### config.mk
export PLATFORM = sky130hd
export DESIGN_NAME = extended_instruction_decode
export DESIGN_NICKNAME = d
export VERILOG_FILES = /design/src/ext_decode_pkg.sv /design/src/state_timer_if.sv /design/src/state_timer.sv /design/src/extended_instruction_decode.sv
export SDC_FILE = /design/constraint.sdc
export NUM_CORES = 1
export LEC_CHECK = 0
export BUFFER_PORTS_ARGS = -buffer_cell sky130_fd_sc_hd__buf_2
export CORE_ASPECT_RATIO = 0.7
export CORE_UTILIZATION = 36
export DETAILED_ROUTE_END_ITERATION = 10
export GPL_TIMING_DRIVEN = 0
export SLEW_MARGIN = 15
export SYNTH_ARGS = -nofsm -noshare
export SYNTH_HDL_FRONTEND = slang
export SYNTH_SLANG_ARGS = --single-unit
### constraint.sdc
create_clock -name sys_clk_in -period 3.7 [get_ports sys_clk_in]
set_input_delay 0.37 -clock sys_clk_in [delete_from_list [all_inputs] [get_ports sys_clk_in]]
set_output_delay 0.37 -clock sys_clk_in [all_outputs]
set_load 0.005 [all_outputs]
### src/ext_decode_pkg.sv
// Constants and types for the extended instruction decoder
package ext_decode_pkg;
  localparam logic [7:0] OPC_PUSH_ALL = 8'hf4;
  localparam logic [7:0] OPC_POP_ALL = 8'hf5;
  localparam logic [7:0] OPC_LOW_POWER = 8'hf6;
  localparam logic [7:0] OPC_DEC_BRANCH = 8'he1;
  localparam logic [7:0] OPC_CMP32 = 8'hc5;
  localparam logic [7:0] OPC_BLOCK_COPY = 8'hc1;
  localparam logic [7:0] KEY_IDLE = 8'h01;
  localparam logic [7:0] KEY_POWERDOWN = 8'h02;
  localparam logic [7:0] ST_CTX_ONCHIP = 8'h0c;
  localparam logic [7:0] ST_CTX_OFFCHIP = 8'h12;
  localparam logic [7:0] ST_LP_LEGAL = 8'h08;
  localparam logic [7:0] ST_LP_ILLEGAL = 8'h19;
  localparam logic [7:0] ST_DJ_NOTTAKEN = 8'h06;
  localparam logic [7:0] ST_DJ_TAKEN = 8'h0a;
  localparam logic [7:0] ST_CMP32 = 8'h07;
  localparam logic [7:0] ST_BC_BASE = 8'h06;
  localparam logic [7:0] ST_BC_II = 8'h08;
  localparam logic [7:0] ST_BC_EI = 8'h0b;
  localparam logic [7:0] ST_BC_EE = 8'h0e;
  localparam logic [2:0] RST_OP_KIND = 3'h0;
  typedef enum logic [2:0] {
    OP_NONE, OP_PUSH_ALL, OP_POP_ALL, OP_LOW_POWER, OP_DEC_BRANCH, OP_CMP32, OP_BLOCK_COPY
  } op_kind_type;
  typedef enum logic [1:0] {BC_INT_INT, BC_EXT_INT, BC_EXT_EXT} copy_path_type;
endpackage

### src/state_timer_if.sv
// Carrier between the decoder and its state-count timer
`timescale 1ns/100ps
`default_nettype none
interface state_timer_if;
  logic load;
  logic [7:0] count;
  logic busy;
  logic done;
  modport ctrl (output load, output count, input busy, input done);
  modport timer (input load, input count, output busy, output done);
endinterface
`default_nettype wire

### src/state_timer.sv
// Down counter that spends a loaded number of states
`timescale 1ns/100ps
`default_nettype none
module state_timer (
  input wire logic sys_clk_in,
  input wire logic rst_n_in,
  state_timer_if.timer tmr
);
  logic [7:0] cnt_r;
  logic done_r;
  wire logic last_w = (cnt_r == 8'h01);
  assign tmr.busy = (cnt_r != 8'h00);
  assign tmr.done = done_r;
  always_ff @(posedge sys_clk_in or negedge rst_n_in) begin
    if (!rst_n_in) begin
      cnt_r <= 8'h00;
      done_r <= 1'b0;
    end else begin
      done_r <= tmr.busy && last_w && !tmr.load;
      if (tmr.load) begin
        cnt_r <= tmr.count;
      end else if (tmr.busy) begin
        cnt_r <= cnt_r - 8'h01;
      end
    end
  end
endmodule
`default_nettype wire

### src/extended_instruction_decode.sv
// Decoder and sequencer for six extended core instructions
// What this block does
// RULE1 - Opcode f4 pushes status, masks, window
// RULE2 - Opcode f5 pops them back, reverse order
// RULE3 - Push/pop: 12 states on-chip, 18 off
// RULE4 - Opcode f6 key 1 idle, 2 powerdown
// RULE5 - Low power: 8 states legal, 25 illegal
// RULE6 - Opcode e1 decrements word, branches nonzero
// RULE7 - Decrement branch: 6 not taken, 10 taken
// RULE8 - Opcode c5 compares 32-bit, src then dst
// RULE9 - Opcode c1 copies words via pointers
// RULE10 - Copy: 6 plus 8, 11, 14 per word
// RULE11 - Window select swaps readable and writable map
// RULE12 - Illegal key finishes without low power
`timescale 1ns/100ps
`default_nettype none
module extended_instruction_decode #(
  parameter int COUNT_W = 16
) (
  input wire logic sys_clk_in,
  input wire logic rst_n_in,
  input wire logic fetch_valid_in,
  input wire logic [7:0] fetch_byte_in,
  input wire logic stack_offchip_in,
  input wire logic [15:0] word_reg_value_in,
  input wire logic [COUNT_W-1:0] copy_count_in,
  input wire logic [1:0] copy_path_in,
  input wire logic [7:0] window_select_reg_in,
  input wire logic sfr_write_only_in,
  input wire logic sfr_read_only_in,
  output logic fetch_ready_out,
  output logic instr_done_out,
  output logic push_all_context_out,
  output logic pop_all_context_out,
  output logic enter_idle_out,
  output logic enter_powerdown_out,
  output logic dec_write_out,
  output logic [15:0] dec_value_out,
  output logic branch_take_out,
  output logic [7:0] branch_disp_out,
  output logic compare_32bit_out,
  output logic block_copy_out,
  output logic [7:0] operand_a_out,
  output logic [7:0] operand_b_out,
  output logic unknown_opcode_out,
  output logic sfr_read_allow_out,
  output logic sfr_write_allow_out
);
  typedef enum logic [2:0] {S_OPC, S_BYTE1, S_BYTE2, S_RUN} dec_state_type;
  dec_state_type state_r, state_nxt;
  ext_decode_pkg::op_kind_type op_r;
  logic [7:0] b1_r, b2_r;
  logic started_r;
  state_timer_if tmr ();
  state_timer u_timer (.sys_clk_in(sys_clk_in), .rst_n_in(rst_n_in), .tmr(tmr));

  // The count comes from a word register, so a wider counter serves nothing
  if (COUNT_W < 1 || COUNT_W > 16) begin : g_count_w_check
    $error("COUNT_W must lie between 1 and 16");
  end

  function automatic ext_decode_pkg::op_kind_type decode_op(input logic [7:0] b);
    case (b)
      ext_decode_pkg::OPC_PUSH_ALL: decode_op = ext_decode_pkg::OP_PUSH_ALL; // RULE1
      ext_decode_pkg::OPC_POP_ALL: decode_op = ext_decode_pkg::OP_POP_ALL; // RULE2
      ext_decode_pkg::OPC_LOW_POWER: decode_op = ext_decode_pkg::OP_LOW_POWER; // RULE4
      ext_decode_pkg::OPC_DEC_BRANCH: decode_op = ext_decode_pkg::OP_DEC_BRANCH; // RULE6
      ext_decode_pkg::OPC_CMP32: decode_op = ext_decode_pkg::OP_CMP32; // RULE8
      ext_decode_pkg::OPC_BLOCK_COPY: decode_op = ext_decode_pkg::OP_BLOCK_COPY; // RULE9
      default: decode_op = ext_decode_pkg::OP_NONE;
    endcase
  endfunction

  // Byte count beyond the opcode
  function automatic logic [1:0] extra_bytes(input ext_decode_pkg::op_kind_type k);
    case (k)
      ext_decode_pkg::OP_LOW_POWER: extra_bytes = 2'd1;
      ext_decode_pkg::OP_DEC_BRANCH, ext_decode_pkg::OP_CMP32,
      ext_decode_pkg::OP_BLOCK_COPY: extra_bytes = 2'd2;
      default: extra_bytes = 2'd0;
    endcase
  endfunction

  wire ext_decode_pkg::op_kind_type new_op_w = decode_op(fetch_byte_in);
  wire logic take_w = fetch_valid_in && fetch_ready_out;
  wire logic key_idle_w = (b1_r == ext_decode_pkg::KEY_IDLE);
  wire logic key_pd_w = (b1_r == ext_decode_pkg::KEY_POWERDOWN);
  wire logic key_legal_w = key_idle_w || key_pd_w;
  wire logic [15:0] dec_w = word_reg_value_in - 16'h0001;
  wire logic dj_taken_w = (dec_w != 16'h0000);
  wire logic [7:0] per_xfer_w =
    (copy_path_in == ext_decode_pkg::BC_EXT_EXT) ? ext_decode_pkg::ST_BC_EE :
    (copy_path_in == ext_decode_pkg::BC_EXT_INT) ? ext_decode_pkg::ST_BC_EI :
    ext_decode_pkg::ST_BC_II; // RULE10
  // The done cycle of one transfer is already the first state of the next
  wire logic [7:0] xfer_load_w = per_xfer_w - 8'h01; // RULE10
  // Base states go to the timer first; each transfer then reloads it while xfer_left_r counts down
  logic [COUNT_W-1:0] xfer_left_r;
  logic [7:0] count_w;
  always_comb begin
    case (op_r)
      ext_decode_pkg::OP_PUSH_ALL, ext_decode_pkg::OP_POP_ALL:
        count_w = stack_offchip_in ? ext_decode_pkg::ST_CTX_OFFCHIP
                                   : ext_decode_pkg::ST_CTX_ONCHIP; // RULE3
      ext_decode_pkg::OP_LOW_POWER:
        count_w = key_legal_w ? ext_decode_pkg::ST_LP_LEGAL
                              : ext_decode_pkg::ST_LP_ILLEGAL; // RULE5
      ext_decode_pkg::OP_DEC_BRANCH:
        count_w = dj_taken_w ? ext_decode_pkg::ST_DJ_TAKEN
                             : ext_decode_pkg::ST_DJ_NOTTAKEN; // RULE7
      ext_decode_pkg::OP_CMP32: count_w = ext_decode_pkg::ST_CMP32; // RULE8
      ext_decode_pkg::OP_BLOCK_COPY: count_w = ext_decode_pkg::ST_BC_BASE; // RULE10
      default: count_w = 8'h01;
    endcase
  end

  wire logic run_entry_w = (state_r == S_RUN) && !started_r;
  wire logic copy_more_w = (op_r == ext_decode_pkg::OP_BLOCK_COPY) && (xfer_left_r != '0);
  wire logic finish_w = tmr.done && !copy_more_w;
  assign tmr.load = run_entry_w || (tmr.done && copy_more_w);
  assign tmr.count = run_entry_w ? count_w : xfer_load_w;

  always_comb begin
    state_nxt = state_r;
    case (state_r)
      S_OPC: if (take_w) begin
        state_nxt = (extra_bytes(new_op_w) != 2'd0) ? S_BYTE1 : S_RUN;
      end
      S_BYTE1: if (take_w) begin
        state_nxt = (extra_bytes(op_r) == 2'd2) ? S_BYTE2 : S_RUN;
      end
      S_BYTE2: if (take_w) begin
        state_nxt = S_RUN;
      end
      S_RUN: if (finish_w) begin
        state_nxt = S_OPC;
      end
      default: state_nxt = S_OPC;
    endcase
  end

  always_ff @(posedge sys_clk_in or negedge rst_n_in) begin
    if (!rst_n_in) begin
      state_r <= S_OPC;
      op_r <= ext_decode_pkg::op_kind_type'(ext_decode_pkg::RST_OP_KIND);
      b1_r <= 8'h00;
      b2_r <= 8'h00;
      started_r <= 1'b0;
      xfer_left_r <= '0;
    end else begin
      state_r <= state_nxt;
      // Marks that the timer already holds this instruction's count
      started_r <= (state_r == S_RUN) && !finish_w;
      if (take_w && state_r == S_OPC) begin
        op_r <= new_op_w;
      end
      if (take_w && state_r == S_BYTE1) begin
        b1_r <= fetch_byte_in;
      end
      if (take_w && state_r == S_BYTE2) begin
        b2_r <= fetch_byte_in;
      end
      if (run_entry_w) begin
        xfer_left_r <= copy_count_in; // RULE9
      end else if (tmr.done && copy_more_w) begin
        xfer_left_r <= xfer_left_r - COUNT_W'(1);
      end
    end
  end

  // Push, pop, decrement write and compare are issued as one-cycle pulses at the start of execution
  wire logic go_w = run_entry_w;
  // An illegal key matches neither decode, so it retires with no mode change
  wire logic lp_w = (op_r == ext_decode_pkg::OP_LOW_POWER); // RULE12
  always_ff @(posedge sys_clk_in or negedge rst_n_in) begin
    if (!rst_n_in) begin
      fetch_ready_out <= 1'b0;
      instr_done_out <= 1'b0;
      push_all_context_out <= 1'b0;
      pop_all_context_out <= 1'b0;
      enter_idle_out <= 1'b0;
      enter_powerdown_out <= 1'b0;
      dec_write_out <= 1'b0;
      dec_value_out <= 16'h0000;
      branch_take_out <= 1'b0;
      branch_disp_out <= 8'h00;
      compare_32bit_out <= 1'b0;
      block_copy_out <= 1'b0;
      operand_a_out <= 8'h00;
      operand_b_out <= 8'h00;
      unknown_opcode_out <= 1'b0;
      sfr_read_allow_out <= 1'b0;
      sfr_write_allow_out <= 1'b0;
    end else begin
      fetch_ready_out <= (state_nxt != S_RUN);
      instr_done_out <= finish_w;
      push_all_context_out <= go_w && op_r == ext_decode_pkg::OP_PUSH_ALL; // RULE1
      pop_all_context_out <= go_w && op_r == ext_decode_pkg::OP_POP_ALL; // RULE2
      // Mode entry waits for the end, so it pulses in the same cycle as instr_done_out
      enter_idle_out <= finish_w && lp_w && key_idle_w; // RULE4
      enter_powerdown_out <= finish_w && lp_w && key_pd_w; // RULE4
      dec_write_out <= go_w && op_r == ext_decode_pkg::OP_DEC_BRANCH; // RULE6
      dec_value_out <= dec_w;
      branch_take_out <= finish_w && op_r == ext_decode_pkg::OP_DEC_BRANCH && dj_taken_w;
      branch_disp_out <= b2_r;
      compare_32bit_out <= go_w && op_r == ext_decode_pkg::OP_CMP32; // RULE8
      // The entry load starts the base states, not a transfer
      block_copy_out <= tmr.load && !run_entry_w; // RULE9
      operand_a_out <= b1_r;
      operand_b_out <= b2_r;
      unknown_opcode_out <= take_w && state_r == S_OPC
                            && new_op_w == ext_decode_pkg::OP_NONE;
      // Nonzero window swaps access of the special registers
      sfr_read_allow_out <= (window_select_reg_in != 8'h00) ? sfr_write_only_in
                                                            : !sfr_write_only_in; // RULE11
      sfr_write_allow_out <= (window_select_reg_in != 8'h00) ? sfr_read_only_in
                                                             : !sfr_read_only_in; // RULE11
    end
  end
endmodule
`default_nettype wire

==> out/summary.md, run 1 <==
For this run, the leading register cell type out of synthesis is dfrtp_1. The logs give 0.1720 for the total global routing track utilization and 0 for the total inserted antenna cells. The final worst-path cycle share is 0.5998, and the top-level I/O count is 109. The floorplan row count was 33; the maximum clock rate was 450.6 MHz. The analysis attributes to net switching a power of 1.034 mW.

Walking the worst path, the cells encountered are inv_1 -> ha_1 -> nand2b_1 -> or4_1 -> nor3_2 -> mux2_2 -> o21ai_0. In the routed design, unresolved DRC markers number 0. The final max-slew violation count came out at 0.

The worst-case clock buffer depth was 2; the total wire length after detailed routing was 10.39 mm. The die covers 0.01302 mm^2. Yosys mapped a number of flops with a built-in enable equal to 0.

The switching share of power is 0.3033. After clock tree synthesis, the flow added hold-fix buffers numbering 0. The cell sitting at the root of the clock tree is a clkbuf_16.

The detailed router finished its first iteration with 176 violations. Subtracting the final worst setup slack from the clock period gives 2.219 ns. The logs give 0.270 for the share of total power in the clock network and 0 for the remaining global-route overflow. The kind of cell with the highest combined delay along the critical path is simple AND/OR/NAND/NOR gates. The biggest cell delay along the critical path is 0.44 ns, and the total setup violations reported at the end of the flow is 0.

The routability congestion estimate is 0.8810. The routed layout has 3,528 vias. The logs give 2.376 mW for the internal power and 0 for the total setup buffers inserted after CTS. The area added between synthesis and finish is 23.24%, and the number of global-route vias before repair is 3,479. The terminus of the critical flop-to-flop path was u_timer.cnt_r[1]. The Yosys step of the flow raised 0 warnings. Proportion of power drawn by combinational gates: 0.261.

At the worst endpoint, the arrival time is 2.46 ns. The ratio of routed vias to standard cells was 4.983. The count of buffers inserted at the top-level ports was 105; the maximum clock skew at final layout was 0.007350 ns. TritonCTS built the clock tree. The first global-routing pass estimated 17.09 mm of wire.

Post-DP HPWL: 7.686 mm. Entering global routing, the biggest net connects 54 pins. After routing the design area is 0.005573 mm^2. The placed instances occupy a cell area of 0.005274 mm^2. Measured along the x axis, the die boundary spans 136.0 um. The number of distinct library cell variants in the gate-level netlist after synthesis is 64.

The critical path's slowest cell is dfrtp_1. The number of cells on the worst reg-to-reg path is 7. The die is 95.77 um tall. The ratio of total power to cell area was 611.8 mW/mm^2. The cell count after synthesis is 430, and the total clock buffers created by CTS is 9.

The sequential share of the synthesized area was 0.5147; the fraction of registers with async set/reset was 1.000. The tools report the initial antenna violation count as 0. The type of destination of the critical path was a flip-flop.

The H-tree was split into 3 levels. Sum of negative setup slack: 0 ns. The tools report the core area as 0.01197 mm^2. The worst max-slew margin expressed relative to the limit was 0.5037; the quantity of gates resized following cts was 0. After the last flow step, the layout net total stands at 611. Required time of the critical path: 3.95 ns. The critical path is of the flip-flop to flip-flop type. The tools report the number of nets produced by synthesis as 494.

The run gives 0.2241 mV as the peak supply drop. The run finished with clean final reports. For this design the static power due to leakage is 2.511 nW.

The startpoint identified for the worst register-to-register timing path is u_timer.cnt_r[0]. Setup slack on the worst reg-to-reg path comes out at 1.48 ns. Slew at the pin with the worst max-slew slack: 0.7388 ns.

The starting utilization of the core area is 0.3776. The count of final hold-check violations was 0; the power share of the sequential group was 0.469. For the reported max-cap violation count, the log shows 0. The worst hold path class was input pin to async pin.

The tools report the launching element type of the critical path as a flip-flop. The later pin in the worst-skew pair is clocked with a latency of 0.33 ns. The logs give 93 for the number of clock sinks and 0.004522 mm^2 for the synthesized area.

In this run, synthesis produced a sequential element count of 93. Setup repair after global routing left no endpoint under its margin. The pre-antenna-repair detailed-routing pass consisted of 4 iterations. Synthesized area divided by synthesized cell count: 10.52 um^2. Once detail routing completed, the nets flagged for antenna violations numbered 0. The share of layout cells above drive strength 1 works out to 0.3176.

In this run the worst path has a maximum fanout of 6. The routed wire length per instance was 14.68 um; the clock-pin slew reported for the worst setup and hold paths after clock tree synthesis was 0.07 ns. Buffers plus inverters on the worst setup path: 1.
## layer usage
metal	up-vias	GRT usage	share of wire	routed length [um]
met5	-	0	0	0
met1	1708	0.2344	0.48	5009
met3	4	0.04845	0.057	596
li1	1732	-	-	-
met2	84	0.2653	0.45	4710
met4	0	0.05370	0.0074	77
## sequential cells by signal (all words and copies together), names as in the netlist, 3 cells and up
register / flops
dec_value_out: 16
xfer_left_r: 16
b1_r: 8
b2_r: 8
operand_a_out: 8
operand_b_out: 8
u_timer.cnt_r: 8
op_r: 3
state_r: 3
## cell usage after synthesis, types with 3 or more instances
master | instances | area [um^2]
nor4_1 | 9 | 56.30
xor2_1 | 20 | 175.2
dfrtp_1 | 93 | 2327
ha_1 | 8 | 100.1
inv_1 | 13 | 48.80
buf_4 | 10 | 75.07
a21oi_1 | 16 | 80.08
and2b_1 | 3 | 22.52
nand2_1 | 48 | 180.2
nand2b_1 | 3 | 18.77
nor3_1 | 10 | 50.05
nor3b_1 | 5 | 37.54
mux2_2 | 18 | 202.7
o21ai_0 | 25 | 125.1
or4_1 | 4 | 30.03
nor2b_1 | 4 | 25.02
nand3_1 | 10 | 50.05
nand4_1 | 7 | 43.79
or3_1 | 5 | 31.28
xnor2_1 | 14 | 122.6
clkbuf_1 | 5 | 18.77
buf_2 | 4 | 20.02
nor4b_1 | 4 | 35.03
or2_2 | 4 | 25.02
nand3b_1 | 7 | 52.55
nor2_1 | 31 | 116.4
## power by group through the flow
stage / clock network [mW] / registers (mW) / logic, mW
after floorplan: 0 / 1.56 / 0.568
after global placement: 0 / 1.60 / 0.861
after CTS: 0.957 / 1.60 / 0.897
final: 0.922 / 1.60 / 0.889
after global routing: 1.01 / 1.64 / 0.995
after detailed placement: 0 / 1.61 / 0.894
## final cells by class
cell class / count / area, um^2
fill: 1145 / 6401
sequential: 93 / 2327
multi-input combinational: 302 / 2012
timing repair buffer: 106 / 555.5
clock buffer: 10 / 239.0
tap: 157 / 196.4
buffer: 22 / 133.9
clock inverter: 5 / 60.06
inverter: 13 / 48.80
## cell usage in the layout (no fill, tap or decap), types with 3 or more instances in the layout
master / synthesis / final
buf_2: 4 / 108
dfrtp_1: 93 / 93
nand2_1: 48 / 48
nor2_1: 31 / 31
o21ai_0: 25 / 25
xor2_1: 20 / 20
mux2_2: 18 / 18
a21oi_1: 16 / 16
xnor2_1: 14 / 14
inv_1: 13 / 13
buf_4: 10 / 11
nor3_1: 10 / 10
nand3_1: 10 / 10
nor4_1: 9 / 9
clkbuf_16: 0 / 9
ha_1: 8 / 8
nand4_1: 7 / 7
nand3b_1: 7 / 7
clkbuf_1: 5 / 5
nor3b_1: 5 / 5
or3_1: 5 / 5
or2_2: 4 / 4
nor2b_1: 4 / 4
nor4b_1: 4 / 4
or4_1: 4 / 4
nand2b_1: 3 / 3
and2b_1: 3 / 3
## cell families (layout without fill, tap and decap cells)
family | Yosys count | in the layout | share of synthesized area
AOI/OAI and AO/OA | 66 | 66 | 0.09270
buffers and inverters | 35 | 156 | 0.04040
xor gates and xnor gates | 34 | 34 | 0.06586
DFF | 93 | 93 | 0.5147
other | 1 | 1 | 0.0008293
adders and majority gates | 8 | 8 | 0.02214
muxes | 20 | 20 | 0.04925
and+or+nand+nor | 173 | 173 | 0.2142
## per-stage QoR
step / utilization / worst slack (ns) / instances / hold slack [ns] / power (mW)
floorplan: - / 1.766 / 430 / 0.07441 / 2.132
global placement: 0.4379 / 1.313 / 692 / 0.3511 / 2.457
detailed placement: 0.4404 / 1.305 / 693 / 0.3576 / 2.506
CTS: 0.4654 / 1.513 / 708 / 0.03988 / 3.452
global route: 0.4654 / 1.323 / 708 / 0.06461 / 3.646
finish: 0.4654 / 1.481 / 708 / 0.02832 / 3.410
## worst max path at each step
| stage | slack (ns) | end | cells past startpoint | start |
|---|---|---|---|---|
| after global placement | 1.31 | u_timer.cnt_r[2] | 9 | word_reg_value_in[0] |
| after detailed placement | 1.31 | u_timer.cnt_r[2] | 9 | word_reg_value_in[0] |
| after global routing | 1.32 | u_timer.cnt_r[3] | 7 | xfer_left_r[6] |
| after CTS | 1.51 | u_timer.cnt_r[1] | 7 | u_timer.cnt_r[0] |
| final | 1.48 | u_timer.cnt_r[1] | 7 | u_timer.cnt_r[0] |
| after floorplan | 1.77 | u_timer.cnt_r[1] | 7 | u_timer.cnt_r[0] |
(Power assumes the default switching activity.)
==> run 2: changes to the inputs <==
Clock period 3.7 ns to 2.05 ns, I/O delays scaled along.
==> run 2 against run 1 <==
Total power rose by 88%; final cell count up 1.4%; sequential power up 83%; critical endpoint is now u_timer.cnt_r[2]; highest routed layer unchanged.
==> out/summary.md, run 2 (same netlist as run 1, synthesis figures left out) <==
The run finished with clean final reports. The logs give 587 um (-1.5%) for the sum of met3 wire segment lengths after detailed routing and 0 ns (unchanged) for the sum of negative setup slack. The run gives 2.32 ns (-1.63 ns) as the required time of the critical path. The signal on the critical path passes through inv_1 -> ha_2 -> nor3b_2 -> nand4_1 -> buf_4 -> a311oi_2 -> o31a_1 -> o21a_1.

The total clock buffers created by CTS was 9 (unchanged). Worst max-slew margin expressed relative to the limit: 0.5127 (+0.009013). The clock-pin slew reported for the worst setup and hold paths after clock tree synthesis was 0.07 ns (about the same); the routed wire length on met2 was 4.921 mm (+4.5%).

The largest registers in the layout are dec_value_out: 16 flops, xfer_left_r: 16 flops. The share of layout cells above drive strength 1 is 0.3654 (+0.04781), and the post-DP HPWL is 7.686 mm (unchanged). Compared with the post-synthesis result, the final layout area differs by 27.45%. For the number of filler instances in the final layout, the log shows 1,126 (-1.7%). The post-route minimum period is 1.952 ns (-0.2667 ns), and the data arrival time of the critical path is 2.23 ns (-0.23 ns). Setup repair after global routing could not meet its margin everywhere.

For the worst hold slack across all endpoints, the log shows 0.05164 ns (+0.02332 ns). The tools report the starting utilization of the core area as 0.3776 (unchanged). The final worst-path cycle share was 0.9524 (+0.3527); the total global routing track utilization was 0.1742 (+0.002239). On the critical path the largest part of the delay comes from compound AO/OA/AOI/OAI gates.

For the maximum clock skew at final layout, the log shows 0.006478 ns (-0.0008718 ns). The total setup violations reported at the end of the flow is 0 (unchanged). The latest clock arrival within the worst-skew pair was 0.34 ns (about the same). The run gives 621 (+1.6%) as the total number of nets in the final design. TritonCTS built the clock tree.

For the area taken by flip-flops and latches, the log shows 0.002327 mm^2 (unchanged). STA classifies the critical path endpoint as a flip-flop. Routed wire length per instance: 14.92 um (+1.7%). Width of the die: 136.0 um (unchanged). On the critical path, the stage with the largest delay is an instance of dfrtp_1. The cell at the root of the clock tree was clkbuf_16. The biggest cell delay along the critical path is 0.40 ns (-0.04 ns), and the static power due to leakage is 2.576 nW (+2.6%). The logs give 5 (+1) for the length of the first detailed-routing pass in iterations and 0.280 (+0.019) for the proportion of power drawn by combinational gates. Count of buffers inserted at the top-level ports: 105 (unchanged). H-tree depth: 3 (unchanged). Top layer used by detailed routing: met4.

The maximum clock rate came out at 512.2 MHz (+14%). The worst setup path category is flip-flop to flip-flop. The pin count of the biggest net entering global routing was 54 (unchanged); the ratio of total power to cell area was 1111 mW/mm^2 (+82%). The logs give 3,585 (+1.6%) for the vias after detailed routing and 0 (unchanged) for the post-route DRC violation count.

The library cell used most frequently in the layout, excluding fill and tap cells, is buf_2. Initial antenna violation count: 0 (unchanged). For the wire length of the first global-routing pass, the log shows 17.33 mm (+1.4%). The remaining global-route overflow is 0 (unchanged), and the total die area is 0.01302 mm^2 (unchanged).

The final max-slew violation count was 0 (unchanged); the power share of the sequential group was 0.458 (-0.011). The top cell types in the final layout, fill and taps aside, are 108 x buf_2, 93 x dfrtp_1, 48 x nand2_1. The multi-input gate area in the final layout is 0.002108 mm^2 (+4.8%), and the slew at the pin with the worst max-slew slack is 0.7254 ns (-0.01342 ns).

The worst-case clock buffer depth was 2 (unchanged). The run gives 0 (unchanged) as the reported max-cap violation count. The buffers plus inverters on the worst setup path was 2 (+1). The core area is 0.01197 mm^2 (unchanged), and the post-route met1 wirelength is 5.076 mm (+1.3%). The total wire length after detailed routing was 10.71 mm (+3.1%); the switching share of power was 0.3118 (+0.008510). The worst hold path class was input pin to flip-flop. The logs give 0 (unchanged) for the total inserted antenna cells and 0.8810 (unchanged) for the routability congestion estimate.

The largest fanout on the critical path was 6 (unchanged). The run gives 4.405 mW (+85%) as the internal power. The run gives 0.4269 mV (+91%) as the peak supply drop. The detailed router's first-iteration violation count is 162 (-8.0%), and the ratio of routed vias to standard cells is 4.993 (+0.20%). Final antenna-violating net count: 0 (unchanged). For the total design power, the log shows 6.400 mW (+88%). The launching element type of the critical path is a flip-flop. Switching power total: 1.995 mW (+93%). For the floorplan row count, the log shows 33 (unchanged). The height of the die is 95.77 um (unchanged). The run gives 93 (unchanged) as the number of clock sinks.

The share of total power in the clock network is 0.262 (-0.008), and the count of final hold-check violations is 0 (unchanged). The run gives 109 (unchanged) as the top-level I/O count. The number of global-route vias before repair came out at 3,533 (+1.6%).
[run 2: power groups by stage]
stage | clock network [mW] | logic, mW | registers, mW
finish | 1.68 | 1.79 | 2.93
global route | 1.82 | 1.99 | 3.01
CTS | 1.73 | 1.68 | 2.91
detailed placement | 0 | 1.61 | 2.91
global placement | 0 | 1.55 | 2.88
floorplan | 0 | 1.02 | 2.82
[run 2: timing repair]
action / 4_1_cts / 5_1_grt
setup buffers: 4 / 7
cloned: 0 / 0
resized for setup: 8 / 27
endpoints found under the setup margin: 18 / 27
pin swaps: 3 / 15
hold buffers: 1 / 0
endpoints found under the hold margin: 40 / 0
[run 2: per-stage QoR]
step | setup slack (ns) | instance area (um^2) | cells | util
2_1_floorplan | 0.1158 | 4522 | 430 | -
3_3_place_gp | -0.1715 | 5244 | 692 | 0.4379
3_5_place_dp | -0.1797 | 5274 | 693 | 0.4404
4_1_cts | 0.001825 | 5649 | 713 | 0.4718
5_1_grt | -0.03730 | 5763 | 718 | 0.4813
6_report | 0.09750 | 5763 | 718 | 0.4813
[run 2: layout make-up]
type / count / area share
Inverter: 13 / 0.008467
Tap cell: 157 / 0.03409
Clock buffer: 10 / 0.04147
Clock inverter: 5 / 0.01042
Timing Repair Buffer: 118 / 0.1131
Buffer: 20 / 0.02280
Sequential cell: 93 / 0.4038
Multi-Input combinational cell: 302 / 0.3658
[run 2: worst paths after layout]
| check | start | endpoint | slack [ns] | cells past startpoint |
|---|---|---|---|---|
| setup / recovery | xfer_left_r[1] | u_timer.cnt_r[2] | 0.1 | 8 |
| hold / removal | sfr_read_only_in | sfr_write_allow_out | 0.05 | 2 |
| setup reg to reg | xfer_left_r[1] | u_timer.cnt_r[2] | 0.1 | 8 |
| hold reg to reg | b2_r[4] | operand_b_out[4] | 0.37 | 0 |
| max in group asynchronous | rst_n_in | operand_a_out[6] | 0.99 | 3 |
| min in group asynchronous | rst_n_in | operand_a_out[0] | 0.41 | 2 |
[run 2: per-layer routing]
layer  global-route usage  up-vias
met3              0.04792       10
li1                     -     1751
met1               0.2362     1726
met5                    0        -
met4              0.05556        0
met2               0.2708       98
